--- config.mk ---
export PLATFORM = sky130hd
export DESIGN_NAME = psq_sequencer
export DESIGN_NICKNAME = d
export VERILOG_FILES = /design/src/psq_pkg.sv /design/src/psq_qual_timer.sv /design/src/psq_sequencer.sv
export VERILOG_INCLUDE_DIRS = /design/src
export SDC_FILE = /design/constraint.sdc
export NUM_CORES = 1
export LEC_CHECK = 0
export ABC_CLOCK_PERIOD_IN_PS = 2800
export BUFFER_PORTS_ARGS = -buffer_cell sky130_fd_sc_hd__buf_2
export CELL_PAD_IN_SITES_DETAIL_PLACEMENT = 0
export CELL_PAD_IN_SITES_GLOBAL_PLACEMENT = 1
export CORE_MARGIN = 4
export CORE_UTILIZATION = 25
export CTS_CLUSTER_SIZE = 28
export DETAILED_ROUTE_END_ITERATION = 6
export PLACE_DENSITY_LB_ADDON = 0.08
export SLEW_MARGIN = 20
export SYNTH_ARGS = -nofsm -noshare
export SYNTH_HDL_FRONTEND = slang
export SYNTH_SLANG_ARGS = --single-unit
--- constraint.sdc ---
create_clock -name ref_clk_in -period 2.8 [get_ports ref_clk_in]
set_input_delay 0.14 -clock ref_clk_in [delete_from_list [all_inputs] [get_ports ref_clk_in]]
set_output_delay 0.14 -clock ref_clk_in [all_outputs]
set_load 0.1 [all_outputs]
--- src/psq_defines.svh ---
// Timing constants and dither LFSR seed and taps for the power sequencer
`ifndef PSQ_DEFINES_SVH
`define PSQ_DEFINES_SVH
`define PSQ_CLK_MHZ 250
`define PSQ_EN_OFF_US 65
`define PSQ_RST_DLY_US 2000
`define PSQ_OV_DLY_US 4000
`define PSQ_EN_OFF_CYC (`PSQ_EN_OFF_US * `PSQ_CLK_MHZ)
`define PSQ_RST_DLY_CYC (`PSQ_RST_DLY_US * `PSQ_CLK_MHZ)
`define PSQ_OV_DLY_CYC (`PSQ_OV_DLY_US * `PSQ_CLK_MHZ)
`define PSQ_LFSR_SEED 16'hace1
`define PSQ_LFSR_TAPS 16'hb400
`endif

--- src/psq_pkg.sv ---
// Types shared by the power sequencer
package psq_pkg;
    typedef enum logic [6:0] {
        PSQ_RESET = 7'h01,
        PSQ_OFF = 7'h02,
        PSQ_UP_PRE = 7'h04,
        PSQ_UP_BUCK = 7'h08,
        PSQ_UP_LDO = 7'h10,
        PSQ_RUN = 7'h20,
        PSQ_DOWN = 7'h40
    } psq_state_t;

    typedef struct packed {
        logic pre_regulator;
        logic output_buck;
        logic ldos;
    } psq_rails_t;

    typedef struct packed {
        logic prereg_undervoltage;
        logic prereg_softstart_low;
        logic buck_undervoltage;
        logic buck_softstart_low;
        logic remote_sensor_uv;
        logic local_sensor_uv;
        logic comms_uv;
    } psq_status_t;

    typedef struct packed {
        logic input_uv;
        logic bias_uv;
        logic pump_rail_uv;
        logic bandgap1_uv;
        logic bandgap2_uv;
        logic thermal_shutdown;
        logic pump_rail_ov;
        logic diode_missing;
        logic switch_ilim;
    } psq_faults_t;
endpackage : psq_pkg

--- src/psq_qual_timer.sv ---
// Qualification timer: output rises after input held high for a count
`timescale 1ns/100ps
module psq_qual_timer #(
    parameter int COUNT = 16
) (
    input wire logic ref_clk_in,
    input wire logic arst_n_in,
    input wire logic cond_in,
    output logic qualified_out
);
    localparam int W = $clog2(COUNT + 1);
    logic [W-1:0] cnt_reg;
    logic [W-1:0] cnt_next;
    logic q_reg;
    logic q_next;

    initial begin
        if (COUNT < 1) $error("psq_qual_timer: COUNT must be at least 1");
    end

    // Restarts from zero whenever the condition drops
    always_comb begin
        cnt_next = cnt_reg;
        q_next = 1'b0;
        if (!cond_in) begin
            cnt_next = '0;
        end else if (cnt_reg >= W'(COUNT)) begin
            q_next = 1'b1;
        end else begin
            cnt_next = cnt_reg + W'(1);
            q_next = (cnt_reg + W'(1)) >= W'(COUNT);
        end
    end

    always_ff @(posedge ref_clk_in or negedge arst_n_in) begin
        if (!arst_n_in) begin
            cnt_reg <= '0;
            q_reg <= 1'b0;
        end else begin
            cnt_reg <= cnt_next;
            q_reg <= q_next;
        end
    end

    assign qualified_out = q_reg;

    property p_qual_drop;
        @(posedge ref_clk_in) disable iff (!arst_n_in)
        !cond_in |=> !qualified_out;
    endproperty
    a_qual_drop: assert property (p_qual_drop) else $error("timer output stayed after drop");
endmodule : psq_qual_timer

--- src/psq_sequencer.sv ---
// Power rail sequencer, fault reporting and dither gating
`timescale 1ns/100ps
`include "psq_defines.svh"
////////////////////////////////////////////////////////////////////////////////
// Behaviour
// - Either enable high requests power on
// - On request without fault starts startup
// - Enables low 65 us before shutdown
// - Master fault forces reset, rails off
// - Startup: pre-regulator, buck, then LDOs
// - Fixed order; shutdown LDOs, buck, pre-regulator
// - Open-drain reset and power-good outputs
// - Reset released after 2 ms buck good
// - Reset asserted at once on buck undervoltage
// - Buck overvoltage asserts reset after 4 ms
// - Power-good follows LDO undervoltage immediately
// - LDO overvoltage drops power-good after 4 ms
// - Sensor LDO battery short drops power-good now
// - Pseudo-random frequency dither around base
// - Dither off on sync or low input
// - External clock on pin sets frequency
// - Pump undervoltage inhibits PWM; overvoltage latches
// - Master fault is OR of faults
// - Any LDO undervoltage sets combined status
module psq_sequencer
    import psq_pkg::*;
#(
    parameter int EN_OFF_CYC = `PSQ_EN_OFF_CYC,
    parameter int RST_DLY_CYC = `PSQ_RST_DLY_CYC,
    parameter int OV_DLY_CYC = `PSQ_OV_DLY_CYC
) (
    input wire logic ref_clk_in,
    input wire logic arst_n_in,
    input wire logic logic_enable_in,
    input wire logic ignition_enable_in,
    input wire psq_status_t status_in,
    input wire psq_faults_t faults_in,
    input wire logic buck_overvoltage_in,
    input wire logic ldo_overvoltage_in,
    input wire logic remote_sensor_battery_short_in,
    input wire logic sync_clock_present_in,
    input wire logic input_below_dither_min_in,
    output psq_rails_t rails_on_out,
    output psq_state_t mode_out,
    output logic master_fault_reset_out,
    output logic reset_out_n_out,
    output logic reset_out_n_oe_out,
    output logic five_volt_power_good_out,
    output logic five_volt_power_good_oe_out,
    output logic pwm_enable_out,
    output logic use_sync_clock_out,
    output logic dither_enable_out,
    output logic [15:0] dither_code_out
);
    initial begin
        if (EN_OFF_CYC < 1 || RST_DLY_CYC < 1 || OV_DLY_CYC < 1)
            $error("psq_sequencer: delay counts must be at least 1");
    end

    ////////////////////////////////////////////////////////////////////////////
    // Input synchronisers; status resets to undervoltage so no output reads good early
    localparam int NS = 2 + $bits(psq_status_t) + $bits(psq_faults_t) + 5;
    localparam logic [NS-1:0] SYNC_RST = {2'b00, {$bits(psq_status_t){1'b1}}, 14'h0000};
    logic [NS-1:0] sync1_reg;
    logic [NS-1:0] sync2_reg;
    logic [NS-1:0] raw;
    assign raw = {logic_enable_in, ignition_enable_in, status_in, faults_in,
                  buck_overvoltage_in, ldo_overvoltage_in, remote_sensor_battery_short_in,
                  sync_clock_present_in, input_below_dither_min_in};
    always_ff @(posedge ref_clk_in or negedge arst_n_in) begin
        if (!arst_n_in) begin
            sync1_reg <= SYNC_RST;
            sync2_reg <= SYNC_RST;
        end else begin
            sync1_reg <= raw;
            sync2_reg <= sync1_reg;
        end
    end

    logic en_l;
    logic en_i;
    psq_status_t st;
    psq_faults_t fl;
    logic buck_ov;
    logic ldo_ov;
    logic v5p_short;
    logic sync_present;
    logic vin_low;
    assign {en_l, en_i, st, fl, buck_ov, ldo_ov, v5p_short, sync_present, vin_low} = sync2_reg;

    ////////////////////////////////////////////////////////////////////////////
    // Fault combination
    logic on_request;
    logic any_ldo_undervoltage;
    logic latched_fault_reg;
    logic latched_fault_next;
    logic master_fault_reset;

    assign on_request = en_l | en_i;
    assign any_ldo_undervoltage = st.remote_sensor_uv | st.local_sensor_uv | st.comms_uv;

    // Latched faults clear only by chip reset, as the analog would on power loss
    always_comb begin
        latched_fault_next = latched_fault_reg | fl.pump_rail_ov | fl.diode_missing
                             | fl.switch_ilim;
    end

    assign master_fault_reset = fl.input_uv | fl.bias_uv | fl.pump_rail_uv | fl.bandgap1_uv
                                | fl.bandgap2_uv | fl.thermal_shutdown
                                | latched_fault_reg;

    ////////////////////////////////////////////////////////////////////////////
    // Sequencer state machine
    localparam int EW = $clog2(EN_OFF_CYC + 1);
    psq_state_t state_reg;
    psq_state_t state_next;
    logic [EW-1:0] off_cnt_reg;
    logic [EW-1:0] off_cnt_next;
    logic off_filtered;

    // Enable-low filter runs in every state so a brief dropout in run is ignored
    always_comb begin
        off_cnt_next = off_cnt_reg;
        if (on_request) begin
            off_cnt_next = '0;
        end else if (off_cnt_reg < EW'(EN_OFF_CYC)) begin
            off_cnt_next = off_cnt_reg + EW'(1);
        end
    end
    assign off_filtered = off_cnt_reg >= EW'(EN_OFF_CYC);

    always_comb begin
        state_next = state_reg;
        case (state_reg)
            PSQ_RESET: begin
                state_next = PSQ_OFF;
            end
            PSQ_OFF: begin
                if (on_request) state_next = PSQ_UP_PRE;
            end
            PSQ_UP_PRE: begin
                if (!st.prereg_undervoltage && !st.prereg_softstart_low)
                    state_next = PSQ_UP_BUCK;
            end
            PSQ_UP_BUCK: begin
                if (!st.buck_undervoltage && !st.buck_softstart_low)
                    state_next = PSQ_UP_LDO;
            end
            PSQ_UP_LDO: begin
                if (!any_ldo_undervoltage) state_next = PSQ_RUN;
            end
            PSQ_RUN: begin
                if (off_filtered) state_next = PSQ_DOWN;
            end
            PSQ_DOWN: begin
                if (on_request) state_next = PSQ_UP_PRE;
            end
            default: begin
                state_next = PSQ_RESET;
            end
        endcase
        // Startup stages also abort into shutdown when the request goes away
        if ((state_reg == PSQ_UP_PRE || state_reg == PSQ_UP_BUCK || state_reg == PSQ_UP_LDO)
            && off_filtered) begin
            state_next = PSQ_DOWN;
        end
        if (master_fault_reset) state_next = PSQ_RESET;
    end

    always_ff @(posedge ref_clk_in or negedge arst_n_in) begin
        if (!arst_n_in) begin
            state_reg <= PSQ_RESET;
            off_cnt_reg <= '0;
            latched_fault_reg <= 1'b0;
        end else begin
            state_reg <= state_next;
            off_cnt_reg <= off_cnt_next;
            latched_fault_reg <= latched_fault_next;
        end
    end

    ////////////////////////////////////////////////////////////////////////////
    // Rail commands; shutdown peels rails off as each lower one reports low
    psq_rails_t rails_reg;
    psq_rails_t rails_next;
    always_comb begin
        rails_next = rails_reg;
        case (state_next)
            PSQ_RESET, PSQ_OFF: rails_next = '0;
            PSQ_UP_PRE: rails_next = '{1'b1, 1'b0, 1'b0};
            PSQ_UP_BUCK: rails_next = '{1'b1, 1'b1, 1'b0};
            PSQ_UP_LDO, PSQ_RUN: rails_next = '{1'b1, 1'b1, 1'b1};
            PSQ_DOWN: begin
                rails_next.ldos = 1'b0;
                if (!rails_reg.ldos && any_ldo_undervoltage) rails_next.output_buck = 1'b0;
                if (!rails_reg.output_buck && st.buck_undervoltage)
                    rails_next.pre_regulator = 1'b0;
            end
            default: rails_next = '0;
        endcase
    end

    psq_state_t mode_reg;
    always_ff @(posedge ref_clk_in or negedge arst_n_in) begin
        if (!arst_n_in) begin
            rails_reg <= '0;
            mode_reg <= PSQ_RESET;
        end else begin
            rails_reg <= rails_next;
            // Shutdown ends in off once the pre-regulator has fallen
            if (state_next == PSQ_DOWN && !rails_next.pre_regulator && st.prereg_undervoltage)
                mode_reg <= PSQ_OFF;
            else
                mode_reg <= state_next;
        end
    end

    assign rails_on_out = rails_reg;
    assign mode_out = mode_reg;
    assign master_fault_reset_out = master_fault_reset;

    ////////////////////////////////////////////////////////////////////////////
    // Fault reporting outputs
    logic buck_good_q;
    logic buck_ov_q;
    logic ldo_ov_q;
    psq_qual_timer #(.COUNT(RST_DLY_CYC)) u_rst_dly (
        .ref_clk_in(ref_clk_in), .arst_n_in(arst_n_in),
        .cond_in(!st.buck_undervoltage), .qualified_out(buck_good_q));
    psq_qual_timer #(.COUNT(OV_DLY_CYC)) u_buck_ov (
        .ref_clk_in(ref_clk_in), .arst_n_in(arst_n_in),
        .cond_in(buck_ov), .qualified_out(buck_ov_q));
    psq_qual_timer #(.COUNT(OV_DLY_CYC)) u_ldo_ov (
        .ref_clk_in(ref_clk_in), .arst_n_in(arst_n_in),
        .cond_in(ldo_ov), .qualified_out(ldo_ov_q));

    logic rst_pull_reg;
    logic rst_pull_next;
    logic pg_pull_reg;
    logic pg_pull_next;
    always_comb begin
        // Undervoltage bypasses the timer output to cut one cycle off the response
        rst_pull_next = st.buck_undervoltage | !buck_good_q | buck_ov_q;
        pg_pull_next = any_ldo_undervoltage | ldo_ov_q | v5p_short;
    end
    always_ff @(posedge ref_clk_in or negedge arst_n_in) begin
        if (!arst_n_in) begin
            rst_pull_reg <= 1'b1;
            pg_pull_reg <= 1'b1;
        end else begin
            rst_pull_reg <= rst_pull_next;
            pg_pull_reg <= pg_pull_next;
        end
    end
    // Open drain: data is always low, enable pulls the pin
    assign reset_out_n_out = 1'b0;
    assign reset_out_n_oe_out = rst_pull_reg;
    assign five_volt_power_good_out = 1'b0;
    assign five_volt_power_good_oe_out = pg_pull_reg;

    ////////////////////////////////////////////////////////////////////////////
    // Switching control and dither
    logic [15:0] lfsr_reg;
    logic [15:0] lfsr_next;
    logic dither_en;
    assign dither_en = !sync_present && !vin_low;
    always_comb begin
        lfsr_next = lfsr_reg;
        if (dither_en)
            lfsr_next = {lfsr_reg[14:0], ^(lfsr_reg & `PSQ_LFSR_TAPS)};
    end
    always_ff @(posedge ref_clk_in or negedge arst_n_in) begin
        if (!arst_n_in) lfsr_reg <= `PSQ_LFSR_SEED;
        else lfsr_reg <= lfsr_next;
    end
    assign dither_code_out = dither_en ? lfsr_reg : 16'h0000;
    assign dither_enable_out = dither_en;
    assign use_sync_clock_out = sync_present;
    assign pwm_enable_out = rails_reg.pre_regulator && !fl.pump_rail_uv;

    ////////////////////////////////////////////////////////////////////////////
    // Checks
    property p_fault_reset;
        @(posedge ref_clk_in) disable iff (!arst_n_in)
        master_fault_reset |=> (state_reg == PSQ_RESET) ##1 (rails_on_out == '0);
    endproperty
    a_fault_reset: assert property (p_fault_reset) else $error("fault did not force reset");

    property p_start;
        @(posedge ref_clk_in) disable iff (!arst_n_in)
        (state_reg == PSQ_OFF && on_request && !master_fault_reset) |=> state_reg == PSQ_UP_PRE;
    endproperty
    a_start: assert property (p_start) else $error("startup not begun");

    property p_run_hold;
        @(posedge ref_clk_in) disable iff (!arst_n_in)
        (state_reg == PSQ_RUN && on_request) |=> state_reg != PSQ_DOWN;
    endproperty
    a_run_hold: assert property (p_run_hold) else $error("shutdown without filter");

    property p_ldo_first;
        @(posedge ref_clk_in) disable iff (!arst_n_in)
        rails_on_out.ldos |-> rails_on_out.output_buck && rails_on_out.pre_regulator;
    endproperty
    a_ldo_first: assert property (p_ldo_first) else $error("rail order broken");

    property p_buck_uv;
        @(posedge ref_clk_in) disable iff (!arst_n_in)
        st.buck_undervoltage |=> reset_out_n_oe_out;
    endproperty
    a_buck_uv: assert property (p_buck_uv) else $error("reset not asserted on undervoltage");

    property p_v5p_short;
        @(posedge ref_clk_in) disable iff (!arst_n_in)
        v5p_short |=> five_volt_power_good_oe_out;
    endproperty
    a_v5p_short: assert property (p_v5p_short) else $error("power-good not dropped on short");

    property p_pg_release;
        @(posedge ref_clk_in) disable iff (!arst_n_in)
        (!any_ldo_undervoltage && !ldo_ov && !v5p_short) [*2] |=> !five_volt_power_good_oe_out;
    endproperty
    a_pg_release: assert property (p_pg_release) else $error("power-good not released");

    property p_dither_off;
        @(posedge ref_clk_in) disable iff (!arst_n_in)
        (sync_present || vin_low) |-> !dither_enable_out && dither_code_out == 16'h0000;
    endproperty
    a_dither_off: assert property (p_dither_off) else $error("dither active when disabled");

    property p_pump_uv;
        @(posedge ref_clk_in) disable iff (!arst_n_in)
        fl.pump_rail_uv |-> !pwm_enable_out;
    endproperty
    a_pump_uv: assert property (p_pump_uv) else $error("switching during pump undervoltage");
endmodule : psq_sequencer

# Word-level counts from Yosys, hierarchy flattened

Cells that the tools add are included.

$add $sub $neg: 4
$mul: 0
Div/mod/pow operators: 0
$lt $le $gt $ge: 8
Eq/ne operators: 16
Shift operators: 0
Mux-type cells: 27
Bitwise gates (word level): 16
Reductions and logical operators: 26

Operators with widths:

| operator                                                   | number |
|---|---|
| greater-or-equal comparator 20 bit (second input constant) | 4 |
| 2-to-1 mux 20 bit                                          | 4 |
| 2-to-1 mux 7 bit                                           | 8 |
| case mux 7 bit (6 select lines)                            | 1 |
| adder 20 x 1 -> 20 bit (second input constant)             | 2 |
| greater-or-equal comparator 19 bit (second input constant) | 2 |
| 2-to-1 mux 19 bit                                          | 2 |
| 2-to-1 mux 14 bit                                          | 2 |
| adder 19 x 1 -> 19 bit (second input constant)             | 1 |
| 2-to-1 mux 16 bit                                          | 1 |
| bitwise OR 1 bit                                           | 16 |
| parity 16 bit                                              | 1 |
| adder 14 x 1 -> 14 bit (second input constant)             | 1 |
| equality test 7 x 3 -> 1 bit (second input constant)       | 2 |
| equality test 7 x 4 -> 1 bit (second input constant)       | 2 |
| equality test 7 x 5 -> 1 bit (second input constant)       | 2 |
| equality test 7 x 6 -> 1 bit (second input constant)       | 2 |
| equality test 7 bit (second input constant)                | 2 |
| greater-or-equal comparator 14 bit (second input constant) | 1 |
| less-than comparator 14 bit (second input constant)        | 1 |
| case mux 3 bit (4 select lines)                            | 1 |
| logical NOT 1 bit                                          | 11 |
| logical AND 1 bit                                          | 9 |
| 2-to-1 mux 1 bit                                           | 8 |
| other kinds (6)                                            | 11 |

Bits in registers: 158
Latch bits: 0
Bits in writable memories: 0
Memory bits (read-only): 0
Output and inout bits: 34
Memories: 0

# Longest topological paths before layout

Gate-level depths: netlist (run 1).

Word-level depth: 14
Depth in mapped cells: 8

# Modules after synthesis

Synthesis (run 1) repeated with hierarchy kept, for this count alone.

Cell total of the unflattened synthesis: 772
Area total of the unflattened synthesis: 7983.9 um^2

By module, submodules not included:

| module                          | instances | cells an instance | area each (um^2) | sequential area each (um^2) |
|---|---|---|---|---|
| psq_sequencer                   | 1         | 294               | 3726.1           | 2434.8 |
| psq_qual_timer at u_buck_ov ... | 2         | 162               | 1410.1           | 525.5 |
| psq_qual_timer at u_rst_dly     | 1         | 154               | 1437.6           | 500.5 |

# Worst setup path after synthesis (run 1)

No wires, ideal clock.

Path kind: reg2out
From: register sync2_reg[1]
To: output port dither_code_out[10]
Arrival: 3.087 ns
Required time: 2.660 ns
Path slack: -0.427 ns
Stages on the path, launching flop included: 4
Cell sequence: dfrtp_1 nor2_1 clkbuf_1 and2_1

Word-level cells in the longest chain between the ends: 3

RTL lines:

| element                | line                 | text |
|---|---|---|
| start, declared        | psq_sequencer.sv:65  | `logic [NS-1:0] sync2_reg;` |
| start signal, assigned | psq_sequencer.sv:76  | `sync2_reg <= sync1_reg;` |
| logical NOT 1 bit      | psq_sequencer.sv:266 | `assign dither_en = !sync_present && !vin_low;` |
| logical AND 1 bit      | psq_sequencer.sv:266 |  |
| net dither_enable_out  | psq_sequencer.sv:52  | `output logic dither_enable_out,` |
| 2-to-1 mux 16 bit      | psq_sequencer.sv:276 | `assign dither_code_out = dither_en ? lfsr_reg : 16'h0000;` |
| end, declared          | psq_sequencer.sv:53  | `output logic [15:0] dither_code_out` |

The timed path passes the listed nets, and every way through them passes these cells.

==> results of run 1 <==
-- repair_timing --
| action | CTS | global route |
|---|---|---|
| hold buffers | 24 | 0 |
| hold endpoints to repair | 71 | 0 |
| endpoints found under the setup margin | 0 | 0 |
-- worst reg2reg max path, stage by stage, from the launching register on --
cell      delay, ns
dfrtp_1        0.43
or3_4          0.42
nor2_1         0.16
nor4b_2        0.30
a211oi_2       0.15
and2_4         0.18
or4b_1         0.52
-- layout make-up --
cell class / instances / area, um^2
inverter: 25 / 93.8
tap: 390 / 488
fill: 3086 / 20600
sequential: 158 / 3990
clock buffer: 17 / 425
multi-input combinational: 533 / 3360
timing repair buffer: 102 / 692
clock inverter: 15 / 189
-- final timing paths --
| check | start | endpoint | slack (ns) | cells past startpoint |
|---|---|---|---|---|
| worst min register to register | sync1_reg[12]$_DFF_PN0_ | sync2_reg[12]$_DFF_PN0_ | 0.35 | 0 |
| worst max register to register | state_reg[1]$_DFF_PN0_ | rails_on_out[2]$_DFF_PN0_ | 0.51 | 6 |
| max in group asynchronous | arst_n_in | five_volt_power_good_oe_out$_DFF_PN1_ | 1.64 | 3 |
| min in group ref_clk_in | faults_in[3] | sync1_reg[8]$_DFF_PN0_ | 0.35 | 2 |
| worst max-delay path | state_reg[1]$_DFF_PN0_ | rails_on_out[2]$_DFF_PN0_ | 0.51 | 6 |
| worst min-delay path | arst_n_in | lfsr_reg[12]$_DFFE_PN0P_ | 0.26 | 2 |
-- kinds of logic (layout without fill, tap and decap cells) --
family                     after synthesis  after routing  synth area share [%]
and+or+nand+nor                        308            308                  20.9
DFF                                    158            158                  52.5
AOI/OAI and AO/OA                      144            144                  13.1
buffers and inverters                   60            159                  3.18
xor gates and xnor gates                48             48                  5.54
muxes                                   23             23                  3.35
adders and majority gates                8              8                  1.32
other                                    1              2                0.0494
-- metal layers --
layer | wire (um) | part of all wire (%) | track usage [%]
met1 | 8780 | 49 | 15.3
met2 | 8360 | 47 | 18.6
met3 | 552 | 3.1 | 2.83
met4 | 172 | 0.96 | 2.70
met5 | 0 | 0 | 0
-- cells in the final DEF (no fill, tap or decap), types with 26 or more instances in the layout --
cell type / netlist / final
nand3_1: 26 / 26
nand4_1: 27 / 27
nor2_1: 63 / 62
and2_1: 27 / 27
buf_2: 0 / 55
nand2_1: 82 / 82
o21ai_0: 33 / 33
dfrtp_1: 132 / 132
dfstp_2: 26 / 26
-- stage by stage --
stage | power [mW] | std cells | hold WS [ns]
floorplan | 3.09 | 751 | -0.156
global placement | 3.27 | 1184 | 0.210
detailed placement | 3.27 | 1184 | 0.215
CTS | 5.76 | 1240 | 0.309
global route | 5.92 | 1240 | 0.330
finish | 5.63 | 1240 | 0.260
-- power groups by stage --
stage	clock network, mW	logic (mW)	registers, mW
2_1_floorplan	0	0.482	2.61
3_3_place_gp	0	0.630	2.64
3_5_place_dp	0	0.635	2.64
4_1_cts	2.50	0.663	2.60
5_1_grt	2.59	0.704	2.62
6_report	2.39	0.648	2.59
==> impl_results.md, run 1 <==
- Critical path peak fanout: 9
- Critical path data required time: 3.09 ns
- Synth warn: 0
- Row count: 63
- Clock Skews: 0.0123 ns
- Top FF cell, synth: dfrtp_1
- Max transition margin: between 40% and 50%
- Mean Syn Cell Area: approximately 10 um^2
- Psw: 1.65 mW
- #FFs+latches synth: between 150 and 200
- Largest area contributor in the netlist: dfrtp_1
- Clk root buf: clkbuf_16
- Largest incremental delay on the critical path: between 0.5 and 0.6 ns
- GRT Util Overall: roughly 11%
- FMAX: 436 MHz
- Vias in the first global route: between 5000 and 6000
- First-pass iteration count of the detailed router: 4
- Via density: 4.61
- Slowest cell on crit path: or4b_1
- Final worst setup slack: 0.505 ns
- Detail Placement HPWL: 12.4 mm
- Clock sinks: about 160
- Synthesized instance count: 750
- Initial antenna violation count: 0
- Fin Setup TNS: 0 ns
- Total CTS buffers: 17
- Die area: 33200 um^2
- Leakage power: 3.96 nW
- Area grow syn2layout: 21.8%
- Unique cell type count in the Yosys netlist: 73
- Final wirelength: about 18 mm
- Post-DRT Antenna Nets: 0
- CP Cell Sequence: or3_4 > nor2_1 > nor4b_2 > a211oi_2 > and2_4 > or4b_1
- Slew @ Worst Pin: 0.844 ns
- Hold Path Class: input pin to async pin
- Design Area, Final: between 9000 and 10000 um^2
- Most frequently used cell type in the post-synthesis netlist: dfrtp_1
- Gpl congestion: around 0.76
- Cell Area, Synth: 7590 um^2
- IO Port Bufs: 56
- Final Max Tran Viols: 0
- 1st-iter DRT viols: 232
- Post-Place Setup Slack: around 0.54 ns
- Vias: 5717
- Max Buffers Root-to-Sink: 2
- Seq pwr share: 46.0%
- Starting Density: 25.5%
- Post-CTS Setup Bufs: 0
- PwrDens: 609 nW/um^2
- Remaining DRCs: 0
- Routed wire length per instance: 14.4 um
- Period utilization: between 80% and 90%
- Worst setup SP type: register
- Post-layout util: a little under a third
- Grt total ovfl: 0
- CP Buf/Inv Count: 0
- Asr flop ratio synth: 100%
- Worst Path Arrival: roughly 2.6 ns
- Post-synth EDFFs: 0
- Setup Viol. Count Final: 0
- # IOs: 59
- Status: finished, final reports clean
- Seq/Total Area, Yosys: 52.5%
- Max-cap violations: 0
- Pint: 3.99 mW
- Clock Pin Slew Worst Setup and Hold Paths: 0.07 ns
- Largest net degree at the start of global routing: 70
- Synth area leaders: dfrtp_1 44%, dfstp_2 9.0%, nand2_1 4.1%, nor2_1 3.1%, xor2_1 2.9%
- Post-CTS resize count: 0
- Switch share: between 20% and 30%
- VDD IR max: slightly below 0.0004 V
- H-tree levels: 4
- RSZ-0062 raised after global routing: no
- Final Critical Period: 2.29 ns
- Post-synth top area share: ~44%
- Clock network power share: about 43%
- Comb pwr share: between 10% and 20%
- TritonCTS clock tree: built
- First-pass GRT wire length: 31.0 mm
- Placeable Area: 29800 um^2
- CP Class: register to register
- Top cells by count, synth: 132 x dfrtp_1, 82 x nand2_1, 63 x nor2_1
- Crit. End Element: register
- Nets: 870
- Clock Latency Late Sink: around 0.43 ns
- Top Family by Delay on Critical Path: simple AND/OR/NAND/NOR gates
- Placed cell area: ~8400 um^2
- Die height: 182 um
- Die span in x: 182 um
- Final Hold Vio Count: 0
- ANT cells: 0
- Fraction of layout cells with a size suffix above 1: 20.9%
No activity file was read; power rests on OpenSTA's default activity.
==> run 2, diff against run 1 <==
ABC_CLOCK_PERIOD_IN_PS = 1950   (was 2800)
clock period = 1.95 ns   (was 2.8 ns; I/O delays follow)
==> run 2 against run 1 <==
Compared with the run above:
- cell count up 8.5%
- design area increased by 16%
- critical path type unchanged
- combinational power rose by 84%
- the flow now finishes with violations (setup timing)
- via count up 7.9%
- sequential power rose by 44%
- clock skew is 0.0028 ns higher
- sequential cell count did not move
- highest routed layer unchanged
- power grew 51%
==> impl_results.md, run 2 (synthesis gave the netlist of run 1 again) <==
- Final Critical Period: 2.12 ns (was 2.29 ns)
- Multi-input logic area: 3700 um^2 (was 3360 um^2)
- Remaining DRCs: 0 (unchanged)
- H-tree levels: 4 (unchanged)
- Nets: 975 (was 870)
- Routed wire length per instance: 14.8 um (was 14.4 um)
- Area grow syn2layout: 41.0% (was 21.8%)
- Starting Density: 25.5% (unchanged)
- Critical path peak fanout: 5 (was 9)
- Period utilization: 109% (was 82.0%)
- Die height: 182 um (unchanged)
- Max Buffers Root-to-Sink: 2 (unchanged)
- RSZ-0062 raised after global routing: yes (was no)
- CP Buf/Inv Count: 1 (was 0)
- Worst Path Arrival: 2.49 ns (was 2.59 ns)
- Most common cell after layout, fill and taps aside: dfrtp_1 (unchanged)
- Top Family by Delay on Critical Path: compound AO/OA/AOI/OAI gates (was simple AND/OR/NAND/NOR gates)
- Reg2reg setup slack: -0.17 ns (was 0.51 ns)
- Placeable Area: 29800 um^2 (unchanged)
- Post-DRT Antenna Nets: 0 (unchanged)
- 1st-iter DRT viols: 397 (was 232)
- Fraction of layout cells with a size suffix above 1: 37.0% (was 20.9%)
- Hold Path Class: input pin to async pin (unchanged)
- Final Max Tran Viols: 0 (unchanged)
- Initial antenna violation count: 0 (unchanged)
- Psw: 2.22 mW (was 1.65 mW)
- Final wirelength: 20.0 mm (was 17.9 mm)
- FF-to-FF path depth: 5 (was 6)
- Switch share: 26.2% (was 29.2%)
- Pint: 6.26 mW (was 3.99 mW)
- Die span in x: 182 um (unchanged)
- Reg-to-Reg Start: state_reg[2]$_DFF_PN0_ (was state_reg[1]$_DFF_PN0_)
- CP Class: register to register (unchanged)
- Vias: 6166 (was 5717)
- Failing checks: setup timing
- First-pass iteration count of the detailed router: 4 (unchanged)
- Via density: 4.58 (was 4.61)
- Crit. End Element: register (unchanged)
- Post-layout util: 35.9% (was 31.0%)
- Comb pwr share: 14.0% (was 11.5%)
- Status: complete, but fails checks (was finished, final reports clean)
- Detail Placement HPWL: 13.8 mm (was 12.4 mm)
- Seq pwr share: 43.9% (was 46.0%)
- Row count: 63 (unchanged)
- IO Port Bufs: 56 (unchanged)
- Die area: 33200 um^2 (unchanged)
- Clock Latency Late Sink: 0.43 ns (about the same)
- VDD IR max: 0.000616 V (was 0.000385 V)
- TritonCTS clock tree: built (unchanged)
- Grt total ovfl: 0 (unchanged)
- First-pass GRT wire length: 32.7 mm (was 31.0 mm)
- Reg-to-Reg End: mode_out[1]$_DFF_PN0_ (was rails_on_out[2]$_DFF_PN0_)
- Clock Pin Slew Worst Setup and Hold Paths: 0.06 ns (was 0.07 ns)
- Final Hold Vio Count: 0 (unchanged)
- Largest incremental delay on the critical path: 0.55 ns (was 0.52 ns)
- Gpl congestion: 0.840 (was 0.758)
- CP startpoint: state_reg[2]$_DFF_PN0_ (was state_reg[1]$_DFF_PN0_)
- Clock sinks: 158 (unchanged)
- Post-Place Setup Slack: -0.228 ns (was 0.536 ns)
- FF/Latch Area: 4000 um^2 (was 3990 um^2)
- Slowest cell on crit path: or4b_4 (was or4b_1)
- CP Cell Sequence: or4b_4 > a2111o_1 > a221oi_4 > buf_4 > a31o_4 (was or3_4 > nor2_1 > nor4b_2 > a211oi_2 > and2_4 > or4b_1)
- Critical path data required time: 2.31 ns (was 3.09 ns)
- Vias in the first global route: 6424 (was 5686)
- Leakage power: 4.62 nW (was 3.96 nW)
- # IOs: 59 (unchanged)
- Clk root buf: clkbuf_16 (unchanged)
- GRT Util Overall: 12.1% (was 11.4%)
- Final worst setup slack: -0.172 ns (was 0.505 ns)
- PwrDens: 793 nW/um^2 (was 609 nW/um^2)
- Worst setup SP type: register (unchanged)
- ANT cells: 0 (unchanged)
- Fillers: 2947 (was 3086)
- Total CTS buffers: 17 (unchanged)
- Clock Skews: 0.0151 ns (was 0.0123 ns)
- Most frequent cells in the layout: 125 x dfrtp_1, 121 x buf_4, 81 x nand2_1 (was 132 x dfrtp_1, 82 x nand2_1, 62 x nor2_1)
- Setup Viol. Count Final: 10 (was 0)
- FMAX: 471 MHz (was 436 MHz)
- Clock network power share: 42.1% (was 42.5%)
- Largest net degree at the start of global routing: 56 (was 70)
- Max-cap violations: 0 (unchanged)
run 2: cell count changes in the layout (fill, tap and decap cells not counted), sizes merged:
cell,before,now
bufinv,1,4
clkbuf,17,22
buf,78,183
clkinv,5,1
inv,33,26
clkinvlp,1,4
run 2: stage by stage:
stage	total power, mW	instances	hold slack, ns	instance area (um^2)	TNS [ns]
floorplan	4.46	751	-0.198	7680	-0.138
global placement	4.93	1283	-0.0149	9520	-0.980
detailed placement	4.95	1283	-0.0163	9520	-0.928
CTS	8.62	1339	0.0907	10400	-0.769
global route	8.86	1345	0.117	10700	-2.04
finish	8.48	1345	0.108	10700	-1.01
run 2: per-layer routing:
metal,global-route usage [%],share of wire (%)
met1,15.5,47
met2,20.4,48
met3,2.75,3.1
met4,3.60,1.4
met5,0,0
run 2: final cells by class:
class	instances	share of cell area [%]
flip-flops and latches	158	37.4
multi-input cells	533	34.6
repair buffers	207	16.8
well taps	390	4.56
clock buffers	22	4.25
clock inverters	10	1.53
inverters	25	0.878
run 2: worst max-delay path by stage:
| stage | endpoint | slack [ns] | cells after the start |
|---|---|---|---|
| floorplan | rails_on_out[2]$_DFF_PN0_ | -0.07 | 6 |
| global placement | rails_on_out[1]$_DFFE_PN0P_ | -0.18 | 8 |
| detailed placement | mode_out[6]$_DFF_PN0_ | -0.23 | 8 |
| CTS | rails_on_out[2]$_DFF_PN0_ | -0.14 | 6 |
| global route | rails_on_out[1]$_DFFE_PN0P_ | -0.25 | 6 |
| finish | mode_out[1]$_DFF_PN0_ | -0.17 | 5 |
run 2: power by group through the flow:
stage	sequential, mW	clock (mW)	combinational (mW)
2_1_floorplan	3.75	0	0.718
3_3_place_gp	3.78	0	1.15
3_5_place_dp	3.79	0	1.16
4_1_cts	3.73	3.69	1.20
5_1_grt	3.75	3.83	1.27
6_report	3.72	3.57	1.19
run 2: repair_timing:
item	CTS	global route
setup endpoints to repair	14	40
pin swaps	7	16
endpoints found under the hold margin	165	0
hold buffers	24	0
resized for setup	10	58
setup buffers	0	7
